File: config.mk
export PLATFORM = sky130hd
export DESIGN_NAME = gls_guard_lock
export DESIGN_NICKNAME = d
export VERILOG_FILES = /design/src/inc/gls_pkg.sv /design/src/hdl/gls_guard_lock.sv
export VERILOG_INCLUDE_DIRS = /design/src /design/src/inc
export SDC_FILE = /design/constraint.sdc
export NUM_CORES = 1
export LEC_CHECK = 0
export BUFFER_PORTS_ARGS = -buffer_cell sky130_fd_sc_hd__buf_2
export CORE_MARGIN = 3
export CORE_UTILIZATION = 50
export DETAILED_ROUTE_END_ITERATION = 10
export PLACE_DENSITY = 0.81
export SLEW_MARGIN = 25
export SYNTH_ARGS = -nofsm -noshare
export SYNTH_HDL_FRONTEND = slang
export SYNTH_SLANG_ARGS = --single-unit
File: constraint.sdc
create_clock -name pclk -period 2.4 [get_ports pclk]
set_input_delay 0.72 -clock pclk [delete_from_list [all_inputs] [get_ports pclk]]
set_output_delay 0.72 -clock pclk [all_outputs]
set_load 0.05 [all_outputs]
File: src/inc/gls_cfg.svh
`ifndef GLS_CFG_SVH
`define GLS_CFG_SVH

// ------------------------------------------------------------
// Register offsets (byte addresses)
// ------------------------------------------------------------
`define GLS_OFF_CTRL      8'h00
`define GLS_OFF_UNL_TIME  8'h04
`define GLS_OFF_FBK_TIME  8'h08
`define GLS_OFF_STATUS    8'h0C
`define GLS_OFF_INT_STAT  8'h10
`define GLS_OFF_INT_MASK  8'h14

// ------------------------------------------------------------
// Control fields and reset values
// ------------------------------------------------------------
`define GLS_CTRL_GATE_ABSENT 0
`define GLS_CTRL_MANDATORY   1
`define GLS_CTRL_SPRING      2
`define GLS_CTRL_ERR_EN      3
`define GLS_CTRL_W           4
`define GLS_CTRL_RST         4'h0

// ------------------------------------------------------------
// Interrupt status fields
// ------------------------------------------------------------
`define GLS_INT_ERROR     0
`define GLS_INT_CYCLE     1
`define GLS_INT_TIMEOUT   2
`define GLS_INT_W         3

// ------------------------------------------------------------
// Timing: clock rate and default times
// ------------------------------------------------------------
`define GLS_CLK_KHZ       200000
`define GLS_UNLOCK_MS     500
`define GLS_FBK_MS        100
`define GLS_UNLOCK_CYC    (`GLS_UNLOCK_MS * `GLS_CLK_KHZ)
`define GLS_FBK_CYC       (`GLS_FBK_MS * `GLS_CLK_KHZ)

`endif

File: src/inc/gls_pkg.sv
package gls_pkg;
    // ------------------------------------------------------------
    // Lock cycle states
    // ------------------------------------------------------------
    typedef enum logic [2:0] {
        gls_st_idle   = 3'h0,
        gls_st_delay  = 3'h1,
        gls_st_rel_fb = 3'h2,
        gls_st_open   = 3'h3,
        gls_st_eng_fb = 3'h4
    } gls_state_t;
endpackage

File: src/hdl/gls_guard_lock.sv
// Local design decisions: the APB register port and the placing of the registers.
`timescale 1ns/1ps
`include "gls_cfg.svh"
// How it works
// - Main output high only while door closed or declared absent and lock confirmed engaged.
// - Unlock request high means release; low means keep locked.
// - Unlock request drops the main output one clock later and starts release.
// - Lock drive changes to release only after the unlock delay.
// - Lock feedback must follow each drive change within feedback time.
// - Door open while engaged is an error and forces main output low.
// - With a door, re-engage only once request gone and door closed.
// - With a door, main output returns only when engaged and closed.
// - Mandatory opening needs door present and mandatory setting set.
// - Mandatory opening: no door opening after unlock is an error.
// - That error raises the error output at the end of the cycle.
// - Spring option: drive high releases the lock, low engages it.
// - Error output, when enabled, is high while an error is latched.
// - Without a door, main output follows confirmed engagement only.
module gls_guard_lock #(
    parameter int CNT_W = 32,
    parameter logic [31:0] UNL_TIME_RST = `GLS_UNLOCK_CYC,
    parameter logic [31:0] FBK_TIME_RST = `GLS_FBK_CYC
) (
    input wire logic pclk,
    input wire logic presetn,
    input wire logic psel,
    input wire logic penable,
    input wire logic pwrite,
    input wire logic [7:0] paddr,
    input wire logic [31:0] pwdata,
    output logic [31:0] prdata,
    output logic pready,
    output logic pslverr,
    input wire logic unlock_req,
    input wire logic lock_fbk,
    input wire logic door_closed,
    output logic lock_drive,
    output logic main_out,
    output logic error_flag,
    output logic irq
);

    // ------------------------------------------------------------
    // Elaboration checks
    // ------------------------------------------------------------
    if (CNT_W < 8 || CNT_W > 32) begin : g_bad_width
        $error("CNT_W must lie between 8 and 32");
    end

    // Drive level for a release request under the chosen lock type
    function automatic logic gls_lock_level(input logic spring,
                                            input logic rel);
        gls_lock_level = spring ? rel : !rel;
    endfunction

    // ------------------------------------------------------------
    // Declarations
    // ------------------------------------------------------------
    gls_pkg::gls_state_t state_reg;
    gls_pkg::gls_state_t state_next;
    logic [`GLS_CTRL_W-1:0] ctrl_reg;
    logic [CNT_W-1:0] unl_time_reg;
    logic [CNT_W-1:0] fbk_time_reg;
    logic [CNT_W-1:0] cnt_reg;
    logic [`GLS_INT_W-1:0] int_stat_reg;
    logic [`GLS_INT_W-1:0] int_mask_reg;
    logic err_reg;
    logic cyc_fault_reg;
    logic door_seen_reg;
    logic gate_absent, mand_mode, spring, err_en, door_ok;
    logic timeout, door_fault, mand_miss, cycle_end, cycle_start;
    logic err_set, wr_en, rd_setup;
    logic [31:0] rd_mux;
    logic addr_ok;

    assign gate_absent = ctrl_reg[`GLS_CTRL_GATE_ABSENT];
    assign mand_mode = !gate_absent && ctrl_reg[`GLS_CTRL_MANDATORY];
    assign spring = ctrl_reg[`GLS_CTRL_SPRING];
    assign err_en = ctrl_reg[`GLS_CTRL_ERR_EN];
    // No door input counts when the door is declared absent
    assign door_ok = gate_absent || door_closed;

    // ------------------------------------------------------------
    // Lock cycle sequencer
    // ------------------------------------------------------------
    // Next state and cycle events
    always_comb begin
        state_next = state_reg;
        timeout = 1'b0;
        door_fault = 1'b0;
        case (state_reg)
            gls_pkg::gls_st_idle: begin
                if (unlock_req) begin
                    state_next = gls_pkg::gls_st_delay;
                end
                door_fault = lock_fbk && !door_ok;
            end
            gls_pkg::gls_st_delay: begin
                // Request withdrawn early: lock never moved
                if (!unlock_req) begin
                    state_next = gls_pkg::gls_st_idle;
                end else if (cnt_reg >= unl_time_reg) begin
                    state_next = gls_pkg::gls_st_rel_fb;
                end
                door_fault = lock_fbk && !door_ok;
            end
            gls_pkg::gls_st_rel_fb: begin
                if (!lock_fbk) begin
                    state_next = gls_pkg::gls_st_open;
                end else if (cnt_reg >= fbk_time_reg) begin
                    timeout = 1'b1;
                    state_next = gls_pkg::gls_st_open;
                end
            end
            gls_pkg::gls_st_open: begin
                if (!unlock_req && door_ok) begin
                    state_next = gls_pkg::gls_st_eng_fb;
                end
            end
            gls_pkg::gls_st_eng_fb: begin
                if (lock_fbk) begin
                    state_next = gls_pkg::gls_st_idle;
                end else if (cnt_reg >= fbk_time_reg) begin
                    timeout = 1'b1;
                    state_next = gls_pkg::gls_st_idle;
                end
            end
            default: begin
                state_next = gls_pkg::gls_st_idle;
            end
        endcase
    end

    assign cycle_start = (state_reg == gls_pkg::gls_st_idle) && unlock_req;
    assign cycle_end = (state_reg == gls_pkg::gls_st_eng_fb) &&
                       (state_next == gls_pkg::gls_st_idle);
    // Door opening must have been seen by the time the lock closes again
    assign mand_miss = cycle_end && mand_mode && !door_seen_reg;
    assign err_set = timeout || door_fault || mand_miss;

    // State register
    always_ff @(posedge pclk or negedge presetn) begin
        if (!presetn) begin
            state_reg <= gls_pkg::gls_st_idle;
        end else begin
            state_reg <= state_next;
        end
    end

    // Elapsed cycles in the current state, saturating
    always_ff @(posedge pclk or negedge presetn) begin
        if (!presetn) begin
            cnt_reg <= '0;
        end else if (state_next != state_reg) begin
            cnt_reg <= '0;
        end else if (cnt_reg != {CNT_W{1'b1}}) begin
            cnt_reg <= cnt_reg + 1'b1;
        end
    end

    // Per-cycle bookkeeping for the clean-cycle and opening checks
    always_ff @(posedge pclk or negedge presetn) begin
        if (!presetn) begin
            cyc_fault_reg <= 1'b0;
            door_seen_reg <= 1'b0;
        end else if (cycle_start) begin
            cyc_fault_reg <= door_fault;
            door_seen_reg <= 1'b0;
        end else begin
            cyc_fault_reg <= cyc_fault_reg || timeout || door_fault;
            door_seen_reg <= door_seen_reg || !door_closed;
        end
    end

    // Latched error: a fresh fault wins over the clean-cycle clear
    always_ff @(posedge pclk or negedge presetn) begin
        if (!presetn) begin
            err_reg <= 1'b0;
        end else if (err_set) begin
            err_reg <= 1'b1;
        end else if (cycle_end && !cyc_fault_reg) begin
            err_reg <= 1'b0;
        end
    end

    // ------------------------------------------------------------
    // Outputs to the lock and the safety logic
    // ------------------------------------------------------------
    // Released in every state past the unlock delay except re-engaging
    always_ff @(posedge pclk or negedge presetn) begin
        if (!presetn) begin
            lock_drive <= 1'b1;
        end else begin
            lock_drive <= gls_lock_level(spring,
                (state_next == gls_pkg::gls_st_rel_fb) ||
                (state_next == gls_pkg::gls_st_open));
        end
    end

    // Main output falls one clock after a request or fault is seen
    always_ff @(posedge pclk or negedge presetn) begin
        if (!presetn) begin
            main_out <= 1'b0;
        end else begin
            main_out <= (state_reg == gls_pkg::gls_st_idle) && !unlock_req &&
                        lock_fbk && door_ok && !err_reg &&
                        !err_set;
        end
    end

    // Error output only when enabled
    always_ff @(posedge pclk or negedge presetn) begin
        if (!presetn) begin
            error_flag <= 1'b0;
        end else begin
            error_flag <= err_en && err_reg;
        end
    end

    // ------------------------------------------------------------
    // APB slave
    // ------------------------------------------------------------
    assign wr_en = psel && penable && pready && pwrite && addr_ok;
    assign rd_setup = psel && !penable;

    // Address decode and read mux
    always_comb begin
        addr_ok = 1'b1;
        rd_mux = 32'h0;
        case (paddr)
            `GLS_OFF_CTRL: rd_mux[`GLS_CTRL_W-1:0] = ctrl_reg;
            `GLS_OFF_UNL_TIME: rd_mux[CNT_W-1:0] = unl_time_reg;
            `GLS_OFF_FBK_TIME: rd_mux[CNT_W-1:0] = fbk_time_reg;
            `GLS_OFF_STATUS: rd_mux[7:0] = {state_reg, err_reg, main_out,
                                            lock_drive, door_closed,
                                            lock_fbk};
            `GLS_OFF_INT_STAT: rd_mux[`GLS_INT_W-1:0] = int_stat_reg;
            `GLS_OFF_INT_MASK: rd_mux[`GLS_INT_W-1:0] = int_mask_reg;
            default: addr_ok = 1'b0;
        endcase
    end

    // Answer in the first access cycle; data captured at setup
    always_ff @(posedge pclk or negedge presetn) begin
        if (!presetn) begin
            prdata <= 32'h0;
            pready <= 1'b0;
            pslverr <= 1'b0;
        end else begin
            pready <= rd_setup;
            pslverr <= rd_setup && !addr_ok;
            if (rd_setup && !pwrite) begin
                prdata <= rd_mux;
            end
        end
    end

    // Configuration registers; changing them mid-cycle takes effect at once
    always_ff @(posedge pclk or negedge presetn) begin
        if (!presetn) begin
            ctrl_reg <= `GLS_CTRL_RST;
            unl_time_reg <= UNL_TIME_RST[CNT_W-1:0];
            fbk_time_reg <= FBK_TIME_RST[CNT_W-1:0];
            int_mask_reg <= '0;
        end else if (wr_en) begin
            case (paddr)
                `GLS_OFF_CTRL: ctrl_reg <= pwdata[`GLS_CTRL_W-1:0];
                `GLS_OFF_UNL_TIME: unl_time_reg <= pwdata[CNT_W-1:0];
                `GLS_OFF_FBK_TIME: fbk_time_reg <= pwdata[CNT_W-1:0];
                `GLS_OFF_INT_MASK: int_mask_reg <= pwdata[`GLS_INT_W-1:0];
                default: ;
            endcase
        end
    end

    // ------------------------------------------------------------
    // Interrupts
    // ------------------------------------------------------------
    // Sticky events, write one to clear; a same-cycle event survives
    always_ff @(posedge pclk or negedge presetn) begin
        if (!presetn) begin
            int_stat_reg <= '0;
        end else begin
            int_stat_reg <= (int_stat_reg &
                ~((wr_en && paddr == `GLS_OFF_INT_STAT) ?
                  pwdata[`GLS_INT_W-1:0] : {`GLS_INT_W{1'b0}})) |
                {timeout, cycle_end, err_set};
        end
    end

    // Level interrupt from unmasked sticky bits
    always_ff @(posedge pclk or negedge presetn) begin
        if (!presetn) begin
            irq <= 1'b0;
        end else begin
            irq <= |(int_stat_reg & int_mask_reg);
        end
    end
endmodule

### Word-level counts from Yosys, hierarchy flattened

Index checks and enable logic that the tools add are counted.
Widths: inputs -> output; s select.

* latch bits: 0
* bits in registers: 150
* input port bits: 48
* bits in writable memories: 0
* bits in read-only memories: 0
* memories: 0

* multiply operators: 0
* shift-type cells: 0
* bitwise logic cells: 4
* add/subtract/negate cells: 1
* reductions and logical operators: 53
* eq/ne operators: 13
* order comparisons: 2
* mux-type cells: 27
* div/mod/pow operators: 0

Operator list (number)
* $ge 32x32->1: 2
* $mux 32: 2
* $pmux 24 s2: 1
* $add 32x1->32 const B: 1
* $ne 32x32->1 const B: 1
* $mux 3: 9
* $logic_and 1x1->1: 22
* $pmux 3 s6: 1
* $eq 8x4->1 const B: 2
* $eq 8x5->1 const B: 2
* $pmux 3 s5: 1
* $eq 3x2->1 const B: 4
* $logic_not 1->1: 12
* $pmux 4 s3: 1
* $mux 1: 10
* $eq 8x3->1 const B: 1
* $logic_not 8->1: 1
* $reduce_and 2->1: 4
* $logic_or 1x1->1: 7
* $and 3x3->3: 2
* $logic_not 3->1: 2
* $reduce_or 6->1: 1
* $pmux 1 s4: 1
* $reduce_bool 2->1: 2
* other kinds (8): 8

### Depth between registers and ports, before layout

Gate-level depths: netlist of run 1.

* depth in word-level cells: 11
* gate-level depth with buffers: 10

### Least setup slack after synthesis of run 1

No wires, ideal clock.

* kind: register to register
* from: reg fbk_time_reg[13]
* to: reg cnt_reg[2]
* setup slack: -134 ps
* data arrival time: 2414 ps
* buffers on the path: 1
* cell stages (with the launch flop): 11
* library setup time: 120 ps
* path through: dfstp_2 -> inv_1 -> ha_1 -> nand4_1 -> or3_1 -> a21oi_1 -> o31a_2 -> o21ai_2 -> o41ai_4 -> buf_6 -> nor2_1

* longest elaborated chain between the ends: 6
* elaborated cells on any way between the ends: 9

RTL lines
* from (decl): RTL line gls_guard_lock.sv:63 `logic [CNT_W-1:0] fbk_time_reg;`
* from (signal assigned): RTL line gls_guard_lock.sv:263 `fbk_time_reg <= FBK_TIME_RST[CNT_W-1:0];`
* from (signal assigned): RTL line gls_guard_lock.sv:269 `` `GLS_OFF_FBK_TIME: fbk_time_reg <= pwdata[CNT_W-1:0]; ``
* $ge 32x32->1 (*): RTL line gls_guard_lock.sv:110, gls_guard_lock.sv:123
* $mux 3, on equally long branches: RTL line gls_guard_lock.sv:123, gls_guard_lock.sv:110
* $mux 3, on equally long branches: RTL line gls_guard_lock.sv:121, gls_guard_lock.sv:108
* $pmux 3 s5 (*): RTL line gls_guard_lock.sv:91 `case (state_reg)`
* $ne 3x3->1 (*): RTL line gls_guard_lock.sv:154 `end else if (state_next != state_reg) begin`
* $mux 32 or $reduce_bool 2->1 (tied branches)
* to (signal assigned): RTL line gls_guard_lock.sv:157 `cnt_reg <= cnt_reg + 1'b1;`
* to (decl): RTL line gls_guard_lock.sv:64 `logic [CNT_W-1:0] cnt_reg;`

Mark *: on every way between the ends. The rest lies on a longest branch, timed or not.
A chain may end at the register's enable or synchronous reset.

### Worst setup path after layout of run 1

* from: reg cnt_reg[29]
* to: reg cnt_reg[22]

* longest elaborated chain between the ends: 6
* elaborated cells on any way between the ends: 13

RTL lines (RTL line)
* $ge 32x32->1, on equally long branches: gls_guard_lock.sv:110, gls_guard_lock.sv:123, gls_guard_lock.sv:102
* $mux 3, on equally long branches: gls_guard_lock.sv:123, gls_guard_lock.sv:102, gls_guard_lock.sv:110
* $mux 3, on equally long branches: gls_guard_lock.sv:121, gls_guard_lock.sv:100, gls_guard_lock.sv:108
* $pmux 3 s5: gls_guard_lock.sv:91
* $ne 3x3->1: gls_guard_lock.sv:154
* $mux 32 or $reduce_bool 2->1 (tied branches)

Several ways; a longest one is shown, not always the timed one.

==> impl_metrics.toml, run 1 <==
[run_status]
status = "finished, violations left"
violations = "setup timing"

[synthesis]
synth_edf_count = 0
yosys_most_used_dff = "dfrtp_1"
syn-cell-area_sq_um = 8290
yosys.area.top_type = "dfrtp_1"
synth-seq-cells = 150
yosys-top-cells-area = "dfrtp_1, mux2_2, ha_1"
synth_nets = 933
synth.avg_cell_area_sq_um = 10.1
yosysWarnings = 0
synthTopCellsByCount = "dfrtp_1, nor2_1, mux2_2"
syn_inst = 820
synth_top_area_share_pct = 38.9
synthArstFlopShare_pct = 100
synth_cell_type_count = 54
seq_area_frac_synth_pct = 45.6
synth.most_common_cell = "dfrtp_1"

[die]
die_h_um = 135
initial_utilization_pct = 51.6
die_area_sq_um = 18200
num_rows = 46
io_pins = 86
die_w_um = 135
coreArea_sq_um = 16100

[placement]
dp_cells = 1197
place_congestion = 0.853
pre_cts_ws_ns = -0.299
place_hpwl_mm = 15.5
numPortBuffers = 85

[pwr]
p_leak_nw = 5.21
p_per_area_nw_per_um2 = 680
ir_drop_mv = 0.670

[drt]
routed_wl_mm = 24.2
initialDrtViolationCount = 654
avgViaCountPerCell = 5.88
ant_nets = 0
vias = 7325
routedWlPerCell_um = 19.4
drc = 0
dr.pass1.iters = 5

[clocking]
clk_pin_slew_ns = 0.07
hold_buffers = 0
cts_made_buffers = 17
cts_root_buffer = "clkbuf_16"
cts_buffer_depth = 2
insertion_delay_ns = 0.43
cts_tree = "done"
htreeDepth = 4
clkSinkCount = 150

[setup_path]
worst_ep_required_time_ns = 2.72
path_cells = "buf_4 -> ha_1 -> nand4_1 -> nor4_1 -> buf_4 -> a32oi_1 -> nand4_1 -> o21ai_4 -> o41ai_4 -> buf_4 -> clkbuf_16 -> nor3b_2"
critPathSlowestCell = "dfrtp_1"
max_stage_delay_ns = 0.42
path_delay_family = "simple AND/OR/NAND/NOR gates"
path_buf_inv = 4
cp_data_arrival_time_ns = 3.25
crit_top_cell = "buf_4"
cp_max_fo = 8
end_kind = "flop"
crit_type = "reg2reg"
start_kind = "flop"

[timing]
fin_worst_skew_ns = 0.0105
maxSlewHeadroom_pct = 57.8
finalSetupViolations = 40
grt_setup_unrepaired = "yes"
period_needed_ns = 2.93
drv_slew = 0
finalHoldViolCount = 0
fin_crit_sh_pct = 122
setup_ws_ns = -0.533
fmax_ghz = 0.341
tightest_slew_ns = 0.626

[global_route]
grt_pass1_wl_mm = 36.6
grt_pass1_vias = 7342
grt_max_degree = 70
grt_use_total_pct = 25.4
antenna_found_initial = 0
grt_overflow = 0

[cells_and_area]
area_growth_pct = 31.9
post_route_cells_drive_above_1_share_pct = 39.4
final_nets = 1129
n_antenna_cell = 0
fin_cells = 1245

[flow_run]
max-cap-violations = 0

[min_path]
holdCritPathClass = "in2async"
## repair_timing
item,CTS,global route
pin swaps,9,26
cloned,2,0
endpoints found under the setup margin,39,41
gates resized for setup,41,54
setup buffers,9,8
## logic make-up (layout without fill, tap and decap cells)
kind of cell | Yosys count | count (layout) | share of synthesized area, %
muxes | 75 | 75 | 10.2
buffers and inverters | 103 | 312 | 5.12
adders and majority gates | 65 | 65 | 9.81
xor gates and xnor gates | 29 | 29 | 3.06
AOI/OAI and AO/OA | 136 | 136 | 11.5
and+or+nand+nor | 262 | 262 | 14.7
DFF | 150 | 150 | 45.6
## per-layer routing
metal	up-vias	share of wire, %	global-route usage (%)
met3	82	6.0	5.10
met5	-	0	0
li1	3300	-	-
met1	3644	40	31.9
met2	299	51	44.0
met4	0	3.7	8.14
## area by class of cell
cell class / count / area [sq um]
sequential: 150 / 3780
fill: 1071 / 5120
inverter: 69 / 259
timing repair buffer: 211 / 1520
clock buffer: 18 / 439
tap: 216 / 270
multi-input combinational: 567 / 4520
clock inverter: 14 / 145
## through the flow
| stage | hold WS [ns] | util, % | area, sq um | TNS [ns] | total power [W] |
|---|---|---|---|---|---|
| finish | 0.116 | 68.1 | 10900 | -16.82 | 0.00743 |
| global route | 0.112 | 68.1 | 10900 | -18.82 | 0.00768 |
| CTS | 0.110 | 66.4 | 10700 | -9.98 | 0.00715 |
| detailed placement | 0.454 | 60.8 | 9760 | -10.19 | 0.00417 |
| global placement | 0.448 | 60.8 | 9760 | -5.10 | 0.00414 |
| floorplan | 0.424 | - | 8300 | 0 | 0.00374 |
## report_power, final
| group | total (W) | internal (W) | switching [W] |
|---|---|---|---|
| Clock | 0.00265 | 0.00148 | 0.00116 |
| Sequential | 0.00279 | 0.00267 | 0.000122 |
| Combinational | 0.00199 | 0.000754 | 0.00124 |
| Total | 0.00743 | 0.00491 | 0.00252 |
## cell usage in the layout, fill, tap and decap left out, types with 5 or more instances in the layout
master and instances:
a21oi_2 9, buf_4 112, and3_1 8, nand3_1 19
dfstp_2 21, ha_4 8, nor2_1 96, nand2_1 50
o21ai_0 20, inv_2 5, mux2_2 74, a221oi_1 24
a21oi_1 33, buf_12 9, nor3_1 5, inv_1 64
xor2_1 18, buf_6 5, a21o_1 5, xnor2_1 10
dfrtp_1 129, ha_1 57, clkbuf_16 18, buf_2 84
nor2b_1 7, and4_1 5, nand4_1 29, nor2_4 12
a22o_1 11, and2_1 5, clkinv_4 6
## final timing paths
path	start	end	slack, ns	cells after the start
min in group pclk	prdata[1]	prdata[1]	0.48	2
max	cnt_reg[29]	cnt_reg[22]	-0.53	12
max in group asynchronous	presetn	fbk_time_reg[16]	1.62	2
max reg2reg	cnt_reg[29]	cnt_reg[22]	-0.53	12
min	presetn	prdata[6]	0.12	1
min reg2reg	prdata[1]	prdata[1]	0.48	2
## worst register-to-register path: cells and delay by family, from the launching register on
family	cells	cell delay, ns
adders and majority gates	1	0.29
AOI/OAI and AO/OA	3	0.47
DFF	1	0.42
and+or+nand+nor	4	0.89
buffers and inverters	4	0.77
Power figures use the tool's default switching activity.
==> inputs of run 2 (changes only) <==
--- a/config.mk
+++ b/config.mk
@@ -10,7 +10,7 @@
 export CORE_MARGIN = 3
 export CORE_UTILIZATION = 50
 export DETAILED_ROUTE_END_ITERATION = 10
-export PLACE_DENSITY = 0.81
+export PLACE_DENSITY = 0.66
 export SLEW_MARGIN = 25
 export SYNTH_ARGS = -nofsm -noshare
 export SYNTH_HDL_FRONTEND = slang
==> constraint.sdc (replaced) <==
create_clock -name pclk -period 3.8 [get_ports pclk]
set_input_delay 1.14 -clock pclk [delete_from_list [all_inputs] [get_ports pclk]]
set_output_delay 1.14 -clock pclk [all_outputs]
set_load 0.05 [all_outputs]
==> impl_metrics.toml, run 2 (synthesis results as in run 1) <==
[run_status]
status = "completed"

[clocking]
clk_pin_slew_ns = 0.06
post_cts_buffers = 0
htreeDepth = 4
cts_resized = 0
cts_root_buffer = "clkbuf_16"
insertion_delay_ns = 0.42
cts_buffer_depth = 2
cts_tree = "done"
hold_buffers = 0
clkSinkCount = 150
cts_made_buffers = 17

[timing]
fin_crit_sh_pct = 79.6
fin_worst_skew_ns = 0.00682
finalSetupViolations = 0
period_needed_ns = 3.03
grt_setup_unrepaired = "no"
finalHoldViolCount = 0
fin_setup_tns_ns = 0
tightest_slew_ns = 0.689
drv_slew = 0
setup_ws_ns = 0.774
maxSlewHeadroom_pct = 53.6
fmax_ghz = 0.330

[die]
coreArea_sq_um = 16100
die_w_um = 135
die_area_sq_um = 18200
num_rows = 46
initial_utilization_pct = 51.6
die_h_um = 135
io_pins = 86

[cells_and_area]
final_common_cell = "dfrtp_1"
n_antenna_cell = 0
n_fill_cell = 1358
post_route_cells_drive_above_1_share_pct = 25.1
area_growth_pct = 15.3
layout_common_cells = "dfrtp_1, nor2_1, buf_2"
fin_cells = 1130
final_nets = 1014

[global_route]
grt_max_degree = 70
grt_overflow = 0
grt_pass1_wl_mm = 32.2
grt_pass1_vias = 6376
globalRouteMet1Util_pct = 31.0
antenna_found_initial = 0
grt_use_total_pct = 22.3
grt_busiest_layer = "met2"
use_met3_pct = 3.65
use_met2_pct = 36.0

[placement]
place_congestion = 0.822
place_hpwl_mm = 14.0
pre_cts_ws_ns = 0.717
dp_cells = 1098
numPortBuffers = 85

[drt]
ant_nets = 0
avgViaCountPerCell = 5.61
vias = 6335
routedWlPerCell_um = 17.2
dr.pass1.iters = 5
routed_wl_mm = 19.5
drc = 0
initialDrtViolationCount = 320

[pwr]
clkPwrFrac_pct = 41.5
p_seq_share_pct = 41.1
p_comb_share_pct = 17.4
p_per_area_nw_per_um2 = 450
p_switching_w = 0.00127
switching_share_pct = 29.5
p_int_w = 0.00303
p_leak_nw = 4.52
p_total_w = 0.00430
ir_drop_mv = 0.304

[setup_path]
start_kind = "flop"
end_kind = "flop"
crit_type = "reg2reg"
cp_max_fo = 32
worst_ep_required_time_ns = 4.09
cp_data_arrival_time_ns = 3.32

[flow_run]
max-cap-violations = 0

[min_path]
holdCritPathClass = "reg2reg"
run 2: cell count changes in the layout (fill, tap and decap cells not counted), moves of 8 or more:
cell and delta:
a21oi_2 -8, ha_4 -8, a21oi_1 +9, ha_1 +8
buf_4 -103, nor2_4 -12, nor2_1 +15
run 2: routing by layer:
metal / wire length, um / part of all wire (%)
met5: 0 / 0
met4: 253 / 1.3
met3: 654 / 3.4
met2: 9500 / 49
met1: 9070 / 47
run 2: final cells by class:
type                       count  area, sq um  share of cell area, %
sequential                   150         3780                   39.5
timing repair buffer          96          539                   5.64
tap                          216          270                   2.83
multi-input combinational    567         4090                   42.7
clock buffer                  20          447                   4.67
inverter                      69          259                   2.71
clock inverter                12          178                   1.86
run 2: critical path, cell delays in order, from the launching register on:
cell and delay, ns:
dfstp_2 0.54, inv_1 0.04, ha_1 0.29, nand4_1 0.17
nor4_1 0.43, buf_4 0.21, nand2_1 0.07, a21oi_1 0.22
nor4_1 0.14, o41ai_4 0.30, buf_4 0.37, nor2_1 0.10
run 2: path summary, 6_finish.rpt:
check,start,endpoint,slack [ns],cells past startpoint
worst min register to register,ctrl_reg[2],lock_drive,0.48,1
min in group asynchronous,presetn,prdata[6],0.72,1
max in group asynchronous,presetn,state_reg[2],2.28,2
worst min-delay path,ctrl_reg[2],lock_drive,0.48,1
worst max register to register,unl_time_reg[26],cnt_reg[6],0.77,11
worst max-delay path,unl_time_reg[26],cnt_reg[6],0.77,11
run 2: power groups by stage:
stage | Combinational (W) | Sequential (W) | Clock [W]
final | 0.000747 | 0.00177 | 0.00179
after global routing | 0.000827 | 0.00178 | 0.00188
after CTS | 0.000753 | 0.00176 | 0.00182
after detailed placement | 0.000750 | 0.00179 | 0
after global placement | 0.000746 | 0.00179 | 0
after floorplan | 0.000434 | 0.00193 | 0
run 2: stage by stage:
stage	util (%)	cell area (sq um)	hold slack, ns
2_1_floorplan	-	8290	0.429
3_3_place_gp	55.6	8930	0.455
3_5_place_dp	55.6	8930	0.462
4_1_cts	59.5	9560	0.477
5_1_grt	59.5	9560	0.497
6_report	59.5	9560	0.478
==> inputs of run 3 (changes only) <==
==> constraint.sdc (replaced) <==
create_clock -name pclk -period 3 [get_ports pclk]
set_input_delay 0.9 -clock pclk [delete_from_list [all_inputs] [get_ports pclk]]
set_output_delay 0.9 -clock pclk [all_outputs]
set_load 0.05 [all_outputs]
==> impl_metrics.toml, run 3 (synthesis results as in run 1) <==
[run_status]
status = "completed"

[pwr]
p_int_w = 0.00377
clkPwrFrac_pct = 39.9
p_per_area_nw_per_um2 = 563
switching_share_pct = 30.1
p_leak_nw = 4.54
p_switching_w = 0.00162
ir_drop_mv = 0.400
p_seq_share_pct = 41.6
p_comb_share_pct = 18.5

[flow_run]
max-cap-violations = 0

[timing]
finalSetupViolations = 0
fin_crit_sh_pct = 92.8
finalHoldViolCount = 0
fin_worst_skew_ns = 0.00737
fmax_ghz = 0.359
tightest_slew_ns = 0.677
grt_setup_unrepaired = "no"
period_needed_ns = 2.78
maxSlewHeadroom_pct = 54.4
hold-worst-slack_ns = 0.406
drv_slew = 0
fin_setup_tns_ns = 0

[drt]
avgViaCountPerCell = 5.51
dr.pass1.iters = 5
ant_nets = 0
initialDrtViolationCount = 379
drc = 0
routedWlPerCell_um = 17.0
routed_wl_mm = 19.3
vias = 6259

[setup_path]
worst_ep_required_time_ns = 3.31
cp_data_arrival_time_ns = 3.10
end_kind = "flop"
start_kind = "flop"
cp_max_fo = 32
crit_type = "reg2reg"

[clocking]
clk_pin_slew_ns = 0.06
cts_buffer_depth = 2
cts_tree = "done"
hold_buffers = 0
cts_made_buffers = 17
htreeDepth = 4
insertion_delay_ns = 0.43
clkSinkCount = 150
cts_root_buffer = "clkbuf_16"

[die]
coreArea_sq_um = 16100
io_pins = 86
die_w_um = 135
die_h_um = 135
initial_utilization_pct = 51.6
die_area_sq_um = 18200
num_rows = 46

[placement]
place_congestion = 0.827
numPortBuffers = 85
place_hpwl_mm = 14.2

[global_route]
grt_pass1_vias = 6273
antenna_found_initial = 0
grt_pass1_wl_mm = 32.1
grt_use_total_pct = 22.2
grt_max_degree = 57
grt_overflow = 0

[cells_and_area]
multiInputGateArea_sq_um = 4100
final_common_cell = "dfrtp_1"
final_nets = 1020
regArea_sq_um = 3780
n_antenna_cell = 0
post_route_cells_drive_above_1_share_pct = 25.7
n_fill_cell = 1386
area_growth_pct = 15.6
layout_common_cells = "dfrtp_1, nor2_1, buf_2"

[min_path]
holdCritPathClass = "in2async"
[run 3: cell types whose count changed in the layout (fill, tap and decap cells not counted), moves of 2 or more]
cell and delta:
nor4_2 +2, nor4_1 -2, clkinv_4 -2, clkinv_2 +2, clkinvlp_4 -3, clkbuf_8 +3
bufinv_16 -2, buf_4 +6
[run 3: final cells by class]
cell class	count	share of cell area, %
Sequential cell	150	39.5
Multi-Input combinational cell	567	42.8
Tap cell	216	2.82
Clock inverter	8	1.01
Timing Repair Buffer	102	6.10
Inverter	69	2.70
Clock buffer	24	5.13
[run 3: worst paths after layout]
kind	depth (start not counted)	startpoint	slack, ns	end
max reg2reg	10	fbk_time_reg[13]	0.22	cnt_reg[6]
max	10	fbk_time_reg[13]	0.22	cnt_reg[6]
min reg2reg	1	ctrl_reg[2]	0.47	lock_drive
max in group asynchronous	2	presetn	1.84	unl_time_reg[15]
min	1	presetn	0.41	pslverr
min in group pclk	1	ctrl_reg[2]	0.47	lock_drive
[run 3: worst max-delay path, stage by stage, from the launching register on]
cell and delay [ns]:
dfstp_2 0.55, inv_1 0.04, ha_1 0.28, nand4_1 0.21, or3_1 0.43, a21oi_1 0.13
o31a_2 0.23, o21ai_2 0.10, o41ai_4 0.37, buf_12 0.24, nor2_1 0.07
[run 3: what timing repair did]
item                                    4_1_cts  5_1_grt
hold endpoints to repair                      0        0
setup buffers                                 0        0
endpoints found under the setup margin        0       32
gates resized for setup                       0        2
[run 3: layer usage]
layer	vias to the layer above	share of wire, %	GRT usage [%]
met3	17	3.7	4.81
met5	-	0	0
met2	112	49	36.8
li1	3075	-	-
met1	3055	47	29.8
met4	0	1.0	6.00
[run 3: power by group through the flow]
stage	Sequential, W	Combinational [W]	Clock, W
2_1_floorplan	0.00244	0.000549	0
3_3_place_gp	0.00227	0.000994	0
3_5_place_dp	0.00228	0.000996	0
4_1_cts	0.00224	0.00100	0.00219
5_1_grt	0.00226	0.00109	0.00228
6_report	0.00225	0.000999	0.00215
[run 3: metrics by stage]
step / area (sq um) / util, % / worst slack (ns) / std cells / total power, W
floorplan: 8290 / - / 0.412 / 820 / 0.00299
global placement: 8980 / 55.9 / 0.108 / 1104 / 0.00327
detailed placement: 8980 / 55.9 / 0.0698 / 1104 / 0.00328
CTS: 9570 / 59.6 / 0.0312 / 1136 / 0.00544
global route: 9580 / 59.7 / 0.0206 / 1136 / 0.00563
finish: 9580 / 59.7 / 0.215 / 1136 / 0.00539
